`src/rtl/pager_consts.svh`:
```
// Offsets, field positions, codes and reset values of the report packet framer.
// Included by the framer; holds definitions only.
`ifndef PAGER_CONSTS_SVH
`define PAGER_CONSTS_SVH
`define OFS_CTRL        8'h00
`define OFS_WORD_PKT    8'h04
`define OFS_ROAM_PKT    8'h08
`define OFS_STAT        8'h0C
`define CTRL_RESET      6'h00
`define CTRL_IGN_RESYNC 0
`define CTRL_MISSED_FR  1
`define CTRL_NET_BIT    2
`define CTRL_AUTO_NOISE 3
`define CTRL_CONT_NOISE 4
`define CTRL_MAN_COLL   5
`define VTYPE_SHORT_INS 3'h1
`define INSTR_TA_MSN    3'h2
`define ROAM_HEADER     8'h60
`define VEC_POS_MIN     7'h02
`define MSG_POS_MIN     7'h03
`define WORD_POS_MAX    7'h57
`define MAX_GOOD_ERRS   3'h2
`define NOISE_NOT_FOUND 2'h3
`define NOISE_NONE      2'h0
`endif

```
`src/rtl/pager_pkg.sv`:
```
// Types shared by the report packet framer.
// Relies on nothing outside itself.
package pager_pkg;
  typedef logic [31:0] packet_t;
  typedef enum logic [1:0] {
    NOISE_NO_INFO   = 2'h0,
    NOISE_ABANDONED = 2'h1,
    NOISE_FOUND     = 2'h2,
    NOISE_MISSING   = 2'h3
  } noise_e;
endpackage

```
`src/rtl/pager_packet_framer.sv`:
```
// Report packet framer: vector, message and roaming status packets, read over APB.
// Word reports come from decoder logic on MCLK; frame events are levels
// timed by the link clock SYM_CLK and are synchronised here.
`timescale 1ns/100ps
`include "pager_consts.svh"

module pager_packet_framer #(
  parameter int ADDR_W = 8
) (
  input  wire logic        MCLK,
  input  wire logic        NRST,
  input  wire logic        CE,
  input  wire logic        PSEL,
  input  wire logic        PENABLE,
  input  wire logic        PWRITE,
  input  wire logic [ADDR_W-1:0] PADDR,
  input  wire logic [31:0] PWDATA,
  output logic      [31:0] PRDATA,
  output logic             PREADY,
  output logic             PSLVERR,
  input  wire logic        WORD_VALID,
  input  wire logic        WORD_IS_VECTOR,
  input  wire logic        WORD_LONG_ADDR,
  input  wire logic [6:0]  WORD_POS,
  input  wire logic [1:0]  WORD_PHASE,
  input  wire logic [2:0]  WORD_ERRS,
  input  wire logic        WORD_CHK_FAIL,
  input  wire logic [20:0] WORD_INFO,
  input  wire logic        SYM_CLK,
  input  wire logic        EV_FRAME_START,
  input  wire logic        EV_RESYNC,
  input  wire logic        EV_NO_SYNC_ONE,
  input  wire logic        EV_NO_SYNC_TWO,
  input  wire logic        EV_FI_BAD,
  input  wire logic        EV_FI_GOOD,
  input  wire logic        EV_NET_BIT,
  input  wire logic        EV_BI_BAD,
  input  wire logic        EV_BI_GOOD,
  input  wire logic        EV_ADDR_BAD,
  input  wire logic        EV_COLLAPSE,
  input  wire logic [2:0]  EV_COLLAPSE_VAL,
  input  wire logic        EV_NOISE_DONE,
  input  wire logic [1:0]  EV_NOISE_RESULT,
  input  wire logic        HOST_NOISE_REQUEST,
  output logic             HOST_ATTN
);

  if (ADDR_W < 4 || ADDR_W > 32) begin : g_bad_addr_w
    $error("ADDR_W must lie between 4 and 32");
  end

  ////////////////////////////////////////////////////////////////////////////////
  // Link-side synchronisers and sampling on the link clock's rising edge.

  localparam int EV_W = 18;

  logic [EV_W-1:0] ev_raw;
  logic [EV_W-1:0] ev_meta;
  logic [EV_W-1:0] ev_sync;
  logic [1:0]      lclk_meta;
  logic [1:0]      lclk_sync;
  logic            lclk_rise;

  assign ev_raw = {EV_FRAME_START, EV_RESYNC, EV_NO_SYNC_ONE, EV_NO_SYNC_TWO,
                   EV_FI_BAD, EV_FI_GOOD, EV_NET_BIT, EV_BI_BAD, EV_BI_GOOD,
                   EV_ADDR_BAD, EV_COLLAPSE, EV_COLLAPSE_VAL, EV_NOISE_DONE,
                   EV_NOISE_RESULT, HOST_NOISE_REQUEST};

  always_ff @(posedge MCLK or negedge NRST) begin
    if (!NRST) begin
      ev_meta   <= '0;
      ev_sync   <= '0;
      lclk_meta <= 2'h0;
      lclk_sync <= 2'h0;
    end else if (CE) begin
      ev_meta   <= ev_raw;
      ev_sync   <= ev_meta;
      lclk_meta <= {lclk_meta[0], SYM_CLK};
      lclk_sync <= {lclk_sync[0], lclk_meta[1]};
    end
  end

  // Events are sampled once per link bit, a cycle after the clock edge is
  // seen, so the event levels have had a cycle more settling than the clock.
  assign lclk_rise = CE && lclk_sync[0] && !lclk_sync[1];

  logic       e_frame, e_resync, e_ns1, e_ns2, e_fi_bad, e_fi_good, e_net;
  logic       e_bi_bad, e_bi_good, e_addr_bad, e_coll, e_noise, e_host_req;
  logic [2:0] e_coll_val;
  logic [1:0] e_noise_res;

  assign e_frame     = lclk_rise && ev_sync[17];
  assign e_resync    = lclk_rise && ev_sync[16];
  assign e_ns1       = lclk_rise && ev_sync[15];
  assign e_ns2       = lclk_rise && ev_sync[14];
  assign e_fi_bad    = lclk_rise && ev_sync[13];
  assign e_fi_good   = lclk_rise && ev_sync[12];
  assign e_net       = ev_sync[11];
  assign e_bi_bad    = lclk_rise && ev_sync[10];
  assign e_bi_good   = lclk_rise && ev_sync[9];
  assign e_addr_bad  = lclk_rise && ev_sync[8];
  assign e_coll      = lclk_rise && ev_sync[7];
  assign e_coll_val  = ev_sync[6:4];
  assign e_noise     = lclk_rise && ev_sync[3];
  assign e_noise_res = ev_sync[2:1];
  assign e_host_req  = ev_sync[0];

  ////////////////////////////////////////////////////////////////////////////////
  // APB slave decode.

  logic [5:0]  ctrl;
  logic        setup_ph;
  logic        access_ph;
  logic [7:0]  ofs;
  logic        hit_ctrl, hit_word, hit_roam, hit_stat, hit_any;
  logic        rd_word, rd_roam, rd_stat, wr_ctrl;
  logic [31:0] read_mux;

  function automatic logic is_ofs(input logic [7:0] a, input logic [7:0] o);
    return a == o;
  endfunction

  assign ofs       = 8'(PADDR);
  assign setup_ph  = PSEL && !PENABLE;
  assign access_ph = CE && PSEL && PENABLE;
  assign hit_ctrl  = is_ofs(ofs, `OFS_CTRL);
  assign hit_word  = is_ofs(ofs, `OFS_WORD_PKT);
  assign hit_roam  = is_ofs(ofs, `OFS_ROAM_PKT);
  assign hit_stat  = is_ofs(ofs, `OFS_STAT);
  assign hit_any   = (hit_ctrl || hit_word || hit_roam || hit_stat)
                     && (ADDR_W <= 8 || PADDR == ADDR_W'(ofs));
  assign wr_ctrl   = access_ph && PWRITE && hit_ctrl && hit_any;
  assign rd_word   = access_ph && !PWRITE && hit_word && hit_any;
  assign rd_roam   = access_ph && !PWRITE && hit_roam && hit_any;
  assign rd_stat   = access_ph && !PWRITE && hit_stat && hit_any;
  assign PREADY    = 1'b1;
  assign PSLVERR   = PSEL && PENABLE && !hit_any;

  ////////////////////////////////////////////////////////////////////////////////
  // Word packets: short instruction vectors and message words.

  pager_pkg::packet_t word_pkt;
  logic        word_valid;
  logic        word_overrun;
  logic        msg_allow;
  logic        vec_err, msg_err, vec_in_range, msg_in_range;
  logic        vec_load, msg_load;
  logic [10:0] vec_data;
  logic [2:0]  vec_instr;
  pager_pkg::packet_t vec_pkt, msg_pkt;

  assign vec_err      = (WORD_ERRS > `MAX_GOOD_ERRS) || WORD_CHK_FAIL;
  assign msg_err      = WORD_ERRS > `MAX_GOOD_ERRS;
  assign vec_in_range = WORD_POS >= `VEC_POS_MIN && WORD_POS <= `WORD_POS_MAX;
  assign msg_in_range = WORD_POS >= `MSG_POS_MIN && WORD_POS <= `WORD_POS_MAX;
  assign vec_load     = CE && WORD_VALID && WORD_IS_VECTOR && vec_in_range;
  assign msg_load     = CE && WORD_VALID && !WORD_IS_VECTOR && msg_allow && msg_in_range;

  // The instruction field and all eleven data bits keep their received order,
  // so the 000, 001, 010 and reserved layouts need no remapping.
  // data passthrough
  assign vec_data  = WORD_INFO[13:3];
  assign vec_instr = WORD_INFO[2:0];

  assign vec_pkt = {1'b0, WORD_POS, vec_err, WORD_PHASE, 2'b00, `VTYPE_SHORT_INS,
                    2'b00, vec_data, vec_instr};
  assign msg_pkt = {1'b0, WORD_POS, msg_err, WORD_PHASE, WORD_INFO};

  always_ff @(posedge MCLK or negedge NRST) begin
    if (!NRST) begin
      word_pkt     <= '0;
      word_valid   <= 1'b0;
      word_overrun <= 1'b0;
      msg_allow    <= 1'b0;
    end else if (CE) begin
      if (vec_load) begin
        word_pkt <= vec_pkt;
      end else if (msg_load) begin
        word_pkt <= msg_pkt;
      end
      word_valid   <= vec_load || msg_load || (word_valid && !rd_word);
      word_overrun <= ((vec_load || msg_load) && word_valid && !rd_word)
                      || (word_overrun && !rd_stat);
      if (WORD_VALID) begin
        msg_allow <= WORD_IS_VECTOR && vec_in_range && WORD_LONG_ADDR && !vec_err;
      end
    end
  end

  ////////////////////////////////////////////////////////////////////////////////
  // Roaming status flags 7 to 1, set by frame events and cleared by reading them; bit 0 keeps the last network bit.

  logic [7:0] roam_flags;
  logic [1:0] noise_res;
  logic       coll_upd;
  logic [2:0] coll_val;
  logic       bi_seen, addr_seen, coll_seen, bi_good_seen, sync1_missed;
  logic [7:1] flag_set;
  logic [7:1] flag_clr;
  logic       noise_take;
  logic       coll_take;
  logic       net_take;
  logic [31:0] roam_pkt;
  logic [31:0] roam_snap;
  logic       roam_any;

  assign net_take = ctrl[`CTRL_NET_BIT] && e_fi_good && (!sync1_missed || e_frame) && !e_ns1;

  assign flag_set[7] = e_resync && ctrl[`CTRL_IGN_RESYNC];
  assign flag_set[6] = e_ns1 && ctrl[`CTRL_MISSED_FR];
  assign flag_set[4] = e_ns2 && ctrl[`CTRL_MISSED_FR];
  assign flag_set[5] = e_fi_bad && ctrl[`CTRL_MISSED_FR];
  // A frame start in the same sample opens a fresh frame at once.
  // once per frame
  assign flag_set[3] = e_bi_bad && ctrl[`CTRL_MISSED_FR] && (!bi_seen || e_frame);
  assign flag_set[2] = e_addr_bad && ctrl[`CTRL_MISSED_FR] && (!addr_seen || e_frame);
  assign flag_set[1] = net_take;

  assign noise_take = e_noise && e_noise_res != `NOISE_NONE
                      && (e_host_req || ctrl[`CTRL_AUTO_NOISE])
                      && (!ctrl[`CTRL_CONT_NOISE] || e_noise_res == `NOISE_NOT_FOUND);
  assign coll_take  = e_coll && ctrl[`CTRL_MAN_COLL] && (!coll_seen || e_frame)
                      && ((bi_good_seen && !e_frame) || e_bi_good);

  // Only bits that the host actually saw are cleared, so an event landing
  // between the setup and access phases survives the read.
  assign flag_clr = rd_roam ? roam_snap[23:17] : 7'h00;

  always_ff @(posedge MCLK or negedge NRST) begin
    if (!NRST) begin
      roam_flags <= 8'h00;
      noise_res  <= `NOISE_NONE;
      coll_upd   <= 1'b0;
      coll_val   <= 3'h0;
    end else if (CE) begin
      roam_flags[7:1] <= flag_set[7:1] | (roam_flags[7:1] & ~flag_clr[7:1]);
      if (net_take) begin
        roam_flags[0] <= e_net;
      end
      if (noise_take) begin
        noise_res <= e_noise_res;
      end else if (rd_roam && roam_snap[9:8] == noise_res) begin
        noise_res <= `NOISE_NONE;
      end
      if (coll_take) begin
        coll_upd <= 1'b1;
        coll_val <= e_coll_val;
      end else if (rd_roam && roam_snap[3]) begin
        coll_upd <= 1'b0;
      end
    end
  end

  always_ff @(posedge MCLK or negedge NRST) begin
    if (!NRST) begin
      bi_seen      <= 1'b0;
      addr_seen    <= 1'b0;
      coll_seen    <= 1'b0;
      bi_good_seen <= 1'b0;
      sync1_missed <= 1'b0;
    end else if (CE) begin
      bi_seen      <= (bi_seen && !e_frame) || flag_set[3];
      addr_seen    <= (addr_seen && !e_frame) || flag_set[2];
      coll_seen    <= (coll_seen && !e_frame) || coll_take;
      bi_good_seen <= (bi_good_seen && !e_frame) || e_bi_good;
      sync1_missed <= (sync1_missed && !e_frame) || e_ns1;
    end
  end

  assign roam_pkt = {`ROAM_HEADER, roam_flags, 6'h00, noise_res, 4'h0, coll_upd, coll_val};
  assign roam_any = |roam_flags[7:1] || noise_res != `NOISE_NONE || coll_upd;
  assign HOST_ATTN = roam_any || word_valid;

  ////////////////////////////////////////////////////////////////////////////////
  // Control register, written in the access phase, and read data, captured in the setup phase.

  assign read_mux = !hit_any ? 32'h0000_0000 :
                    hit_ctrl ? {26'h0, ctrl} :
                    hit_word ? (word_valid ? word_pkt : 32'h0000_0000) :
                    hit_roam ? roam_pkt :
                    {29'h0, word_overrun, roam_any, word_valid};

  always_ff @(posedge MCLK or negedge NRST) begin
    if (!NRST) begin
      ctrl      <= `CTRL_RESET;
      PRDATA    <= 32'h0000_0000;
      roam_snap <= 32'h0000_0000;
    end else if (CE) begin
      if (wr_ctrl) begin
        ctrl <= PWDATA[5:0];
      end
      if (setup_ph && !PWRITE) begin
        PRDATA    <= read_mux;
        roam_snap <= roam_pkt;
      end
    end
  end
endmodule

```
`config.mk`:
```
export PLATFORM = sky130hd
export DESIGN_NAME = pager_packet_framer
export DESIGN_NICKNAME = d
export VERILOG_FILES = /design/src/rtl/pager_pkg.sv /design/src/rtl/pager_packet_framer.sv
export VERILOG_INCLUDE_DIRS = /design/src /design/src/rtl
export SDC_FILE = /design/constraint.sdc
export NUM_CORES = 1
export LEC_CHECK = 0
export BUFFER_PORTS_ARGS = -buffer_cell sky130_fd_sc_hd__buf_2
export CORE_MARGIN = 3
export CORE_UTILIZATION = 45
export CTS_CLUSTER_DIAMETER = 30
export DETAILED_ROUTE_END_ITERATION = 6
export PLACE_DENSITY_LB_ADDON = 0.2
export SLEW_MARGIN = 20
export SYNTH_ARGS = -nofsm -noshare
export SYNTH_HDL_FRONTEND = slang
export SYNTH_SLANG_ARGS = --single-unit
```
`constraint.sdc`:
```
create_clock -name MCLK -period 1.6 [get_ports MCLK]
set_input_delay 0.32 -clock MCLK [delete_from_list [all_inputs] [get_ports MCLK]]
set_output_delay 0.32 -clock MCLK [all_outputs]
set_load 0.01 [all_outputs]
```
# After elaboration in Yosys (flattened, before gate mapping)
# Cells that the tools add are included.
[classes] order_cmp=4 eq_ne=5 n_mux=12 n_bitwise=3 n_reduce_logical=119
[ops] operator="32-bit two-way mux" count=6
[ops] operator="1-bit logical AND" count=68
[ops] operator="31-bit two-way mux" count=1
[ops] operator="1-bit logical OR" count=21
[ops] operator="8-bit by 4-bit == test with 1-bit output, second input constant" count=2
[ops] operator="2-bit AND reduction" count=8
[ops] operator="1-bit logical NOT" count=15
[ops] operator="7-bit by 2-bit greater-or-equal comparator with 1-bit output, second input constant" count=2
[ops] operator="2-bit nonzero test" count=5
[ops] operator="8-bit by 3-bit == test with 1-bit output, second input constant" count=1
[ops] operator="8-bit logical NOT" count=1
[ops] operator="7-bit AND" count=1
[ops] operator="7-bit <= comparator, second input constant" count=1
[ops] operator="7-bit two-way mux" count=1
[ops] operator="7-bit NOT" count=1
[ops] operator="7-bit bitwise OR" count=1
[ops] operator="7-bit OR reduction" count=1
[ops] operator="2-bit two-way mux" count=2
[ops] operator="3-bit by 2-bit greater-than comparator with 1-bit output, second input constant" count=1
[ops] operator="2-bit == test" count=1
[ops] operator="2-bit == test, second input constant" count=1
[ops] operator="1-bit two-way mux" count=2
[totals] register_bits=146 input_bits=102 output_inout_bits=35 wordCells=164

# Longest topological paths before layout
[logic_depth] ltp_word=9 mapped_depth=6 mapped_depth_nobuf=4

# Least setup slack after synthesis
# OpenSTA, ideal clock, no wires.
[synth_timing] path_type="in2reg" startpoint="input port PADDR[1]" endpoint="register ctrl[0]" t_arrival_ns=1.717 required_ns=1.475 path_slack_ns=-0.242 path_stages=5 path_cell_list="nor4_2 nand2_2 or4_4 buf_6 mux2_4"
[synth_via] elab_chain_cells=6 elab_cells_between_ends=10
[synth_lines] item="from (decl)" line_no="pager_packet_framer.sv:16" text="input wire logic [ADDR_W-1:0] PADDR,"
[synth_lines] item="8-bit by 3-bit == test with 1-bit output / 8-bit logical NOT (equally long branches)" line_no="pager_packet_framer.sv:120" text="return a == o;"
[synth_lines] item="1-bit logical OR (3 in series)" line_no="pager_packet_framer.sv:130" text="assign hit_any = (hit_ctrl || hit_word || hit_roam || hit_stat)"
[synth_lines] item="1-bit logical AND *" line_no="pager_packet_framer.sv:132" text="assign wr_ctrl = access_ph && PWRITE && hit_ctrl && hit_any;"
[synth_lines] item="2-bit AND reduction (no source line) *"
[synth_lines] item="to (signal assigned)" line_no="pager_packet_framer.sv:285" text="ctrl <= `CTRL_RESET;"
[synth_lines] item="to (signal assigned)" line_no="pager_packet_framer.sv:290" text="ctrl <= PWDATA[5:0];"
[synth_lines] item="to (decl)" line_no="pager_packet_framer.sv:111" text="logic [5:0] ctrl;"
# Every way passes the cells marked *; elsewhere a longest branch is shown, timed or not.
# A chain may end at the register's enable or synchronous reset.

# Worst setup path in the final report
[layout_timing] startpoint="register roam_flags[6]" endpoint="output port HOST_ATTN"
[layout_via] elab_chain_cells=4
[layout_lines] item="from (decl)" line_no="pager_packet_framer.sv:193" text="logic [7:0] roam_flags;"
[layout_lines] item="from (signal assigned)" line_no="pager_packet_framer.sv:236" text="roam_flags[7:1] <= flag_set[7:1] | (roam_flags[7:1] & ~flag_clr[7:1]);"
[layout_lines] item="7-bit OR reduction" line_no="pager_packet_framer.sv:271" text="assign roam_any = |roam_flags[7:1] || noise_res != `NOISE_NONE || coll_upd;"
[layout_lines] item="1-bit logical OR (no source line)"
[layout_lines] item="1-bit logical OR" line_no="pager_packet_framer.sv:271"
[layout_lines] item="1-bit logical OR" line_no="pager_packet_framer.sv:272" text="assign HOST_ATTN = roam_any || word_valid;"
[layout_lines] item="to (decl)" line_no="pager_packet_framer.sv:45" text="output logic HOST_ATTN"
# Every way passes these cells.

==> flow_metrics.env <==
export IMPL_crit_cells=4
export IMPL_clk_pin_slew_ps=60
export IMPL_synth_async_sr_flop_share_pct=100
export IMPL_htree_levels=4
export IMPL_syn_area_sq_mm=0.00591
export IMPL_place_hpwl_mm=10.2
export IMPL_maxCapViolations=0
export IMPL_grt_pass1_vias=4467
export IMPL_grt_pass1_wl_mm=22.6
export IMPL_fin_crit_ps=1990
export IMPL_crit_family="simple AND/OR/NAND/NOR gates"
export IMPL_vias=4265
export IMPL_critPathMaxStageDelay_ps=400
export IMPL_dp_slack_ps=-392
export IMPL_wl_mm=13.8
export IMPL_syn_inst=464
export IMPL_powerDensity_mw_per_mm2=1140
export IMPL_hold_depth=2
export IMPL_status="finished, violations left"
export IMPL_track_usage_pct=20.1
export IMPL_fin_crit_sh_pct=124
export IMPL_drv_slew=0
export IMPL_layout_setup_ws_ps=-386
export IMPL_start_util_pct=46.4
export IMPL_endpoint_kind="primary output"
export IMPL_avgSynthCellArea_sq_um=12.7
export IMPL_rsz0062_at_grt="true"
export IMPL_drt_pass1_iterations=5
export IMPL_fin_skew_ps=6.56
export IMPL_worstPathCellList="nor4_4, nand3_2, or2_4, buf_6"
export IMPL_drive_gt1_share_pct=46.9
export IMPL_drc=0
export IMPL_critPathBufInv=1
export IMPL_cp_start_kind="register"
export IMPL_crit_path_max_fanout=2
export IMPL_drt_iter0_drc=213
export IMPL_ios=137
export IMPL_ant_nets=0
export IMPL_grt_max_degree=43
export IMPL_routabilityCongestion=0.806
export IMPL_hold_viol_final=0
export IMPL_ys_seq_area_share_pct=59.3
export IMPL_worst_setup_path_type="reg -> out"
export IMPL_cp_data_required_time_ps=1280
export IMPL_antenna_found_initial=0
export IMPL_peakVddDrop_uv=717
export IMPL_slowest_stage="dfrtp_1"
export IMPL_coreArea_sq_mm=0.0127
export IMPL_portBuffers=108
export IMPL_diodes=0
export IMPL_cts_tree="done"
export IMPL_leakagePower_nw=3.72
export IMPL_final_nets=727
export IMPL_fmax_ghz=0.504
export IMPL_placed_cells=773
export IMPL_synth_nets=566
export IMPL_critPathArrivalTime_ps=1670
export IMPL_clock_sinks=140
export IMPL_ys_ff_latch=140
export IMPL_finalNonFillerCells=810
export IMPL_synth_edf_count=0
export IMPL_numCtsBuffers=17
export IMPL_yosys_cell_types_count=52
export IMPL_cts_buffer_depth=2
export IMPL_overflow=0
export IMPL_min_path_type="in -> reg"
export IMPL_std_cell_rows=41
export IMPL_clock_root_buffer="clkbuf_16"
export IMPL_drt_vias_per_instance=5.27
export IMPL_die_w_um=121
export IMPL_synth_ff_type="dfrtp_1"
export IMPL_reg2reg_depth=4
export IMPL_setup_viol_count_final=2
export IMPL_clock_latency_ps=420
export IMPL_die_h_um=121
export IMPL_area_growth_pct=30.5
export IMPL_die_area_sq_mm=0.0145
export IMPL_wl_per_cell_um=17.0
export IMPL_ys_warnings_count=0
export IMPL_violations="negative setup slack"
[synth_stat cells (all sizes together) (2+ instances only)]
cell,n,share of area (%)
inv,6,0.38
and2,3,0.32
dfrtp,140,59
mux2i,4,0.68
nand2,53,3.4
a32o,3,0.51
a21oi,20,1.7
or2,2,0.21
buf,13,1.4
nor2b,3,0.32
nor3,3,0.25
nor4,14,1.6
nor2,9,0.61
conb,2,0.13
nand3,7,0.59
a31oi,2,0.21
a21o,4,0.51
a41oi,2,0.30
or4,2,0.38
o41ai,4,0.59
clkbuf,15,0.95
mux2,83,16
nand4,2,0.21
nand2b,2,0.21
xnor2,2,0.30
a22o,28,4.2
o21ai,18,1.5
and4b,2,0.34
[worst register-to-register path: stages, from the launching register on]
cell	delay (ps)
dfrtp_1	390
inv_1	160
a21oi_1	100
a2111o_1	440
mux2_2	310
[sequential cells by signal, summed over array words and instances, names as in the netlist, 2 cells and up]
register,count
ctrl,6
ev_sync,18
lclk_meta,2
roam_flags,8
coll_val,3
word_pkt,31
roam_snap,10
lclk_sync,2
noise_res,2
ev_meta,18
PRDATA,31
[timing repair]
item                                    4_1_cts  5_1_grt
pin swaps                                     6        6
endpoints found under the setup margin        3        9
gates cloned                                  0        0
hold buffers                                  1        0
buffers inserted                              2        2
endpoints found under the hold margin        37        0
gates resized for setup                      14        2
[worst paths after layout]
kind                               end     startpoint  slack [ps]
max                          HOST_ATTN  roam_flags[6]        -390
min                          msg_allow  WORD_CHK_FAIL         100
max reg2reg                coll_val[0]    ev_sync[17]          80
min reg2reg                  PRDATA[1]      PRDATA[1]         470
max in group asynchronous   ev_meta[0]           NRST         590
min in group asynchronous  ev_sync[13]           NRST         390
[metal layers]
layer	wire, um	vias to the layer above	global-route usage (%)	part of all wire (%)
met4	241	0	7.86	1.8
met1	6270	2130	27.9	46
met2	6580	113	31.1	48
met3	672	17	4.54	4.9
li1	-	2005	-	-
met5	0	-	0	0
[stage by stage]
step	hold slack (ps)	TNS [ps]	area, sq um	utilization (%)	total power, mW
after floorplan	24.4	-4240	5930	-	4.69
after global placement	258	-14740	7040	55.3	5.16
after detailed placement	262	-15840	7040	55.3	5.21
after CTS	80.4	-473	7680	60.4	8.85
after global routing	98.6	-524	7700	60.6	9.16
final	102	-415	7700	60.6	8.76
[power by group]
part | internal [mW] | switching [mW] | total [mW]
combinational | 0.594 | 0.462 | 1.06
sequential | 3.90 | 0.228 | 4.13
clock | 2.17 | 1.41 | 3.57
total | 6.67 | 2.10 | 8.76
[placed cells by master (no fill, tap or decap), types with 2 or more instances in the layout]
master,n
nor2_1,8
nand2_1,52
o41ai_1,4
dfrtp_1,140
or4_4,2
inv_1,6
a21o_1,3
nor3_1,3
nand2b_1,2
a31oi_1,2
nor4_4,2
clkbuf_1,3
xnor2_1,2
o21ai_0,6
mux2i_1,4
clkbuf_16,17
clkbuf_8,5
o21ai_1,12
nand4_1,2
conb_1,2
clkinv_2,6
nor2b_1,3
a41oi_1,2
nand3_1,6
buf_2,103
mux2_4,6
mux2_2,77
buf_12,4
buf_4,56
and2_1,3
a22o_1,28
and4b_1,2
a32o_1,3
buf_6,5
a21oi_1,20
nor4_1,11
[final cells by class]
cell class | instances | area, sq um
multi-input combinational | 290 | 2320
timing repair buffer | 170 | 1100
inverter | 6 | 22.5
clock buffer | 25 | 505
tap | 172 | 215
fill | 1075 | 5020
clock inverter | 7 | 37.5
sequential | 140 | 3500
[cells by family (layout without fill, tap and decap cells)]
logic type	after synthesis	in the layout	share of synthesized area [%]
flops	140	140	59.3
simple gates	108	108	9.49
compound gates	90	90	10.8
mux	88	88	17.3
buf+inv	34	208	2.69
other cells	2	2	0.127
xor+xnor	2	2	0.297
No activity file was read; power rests on OpenSTA's default activity.
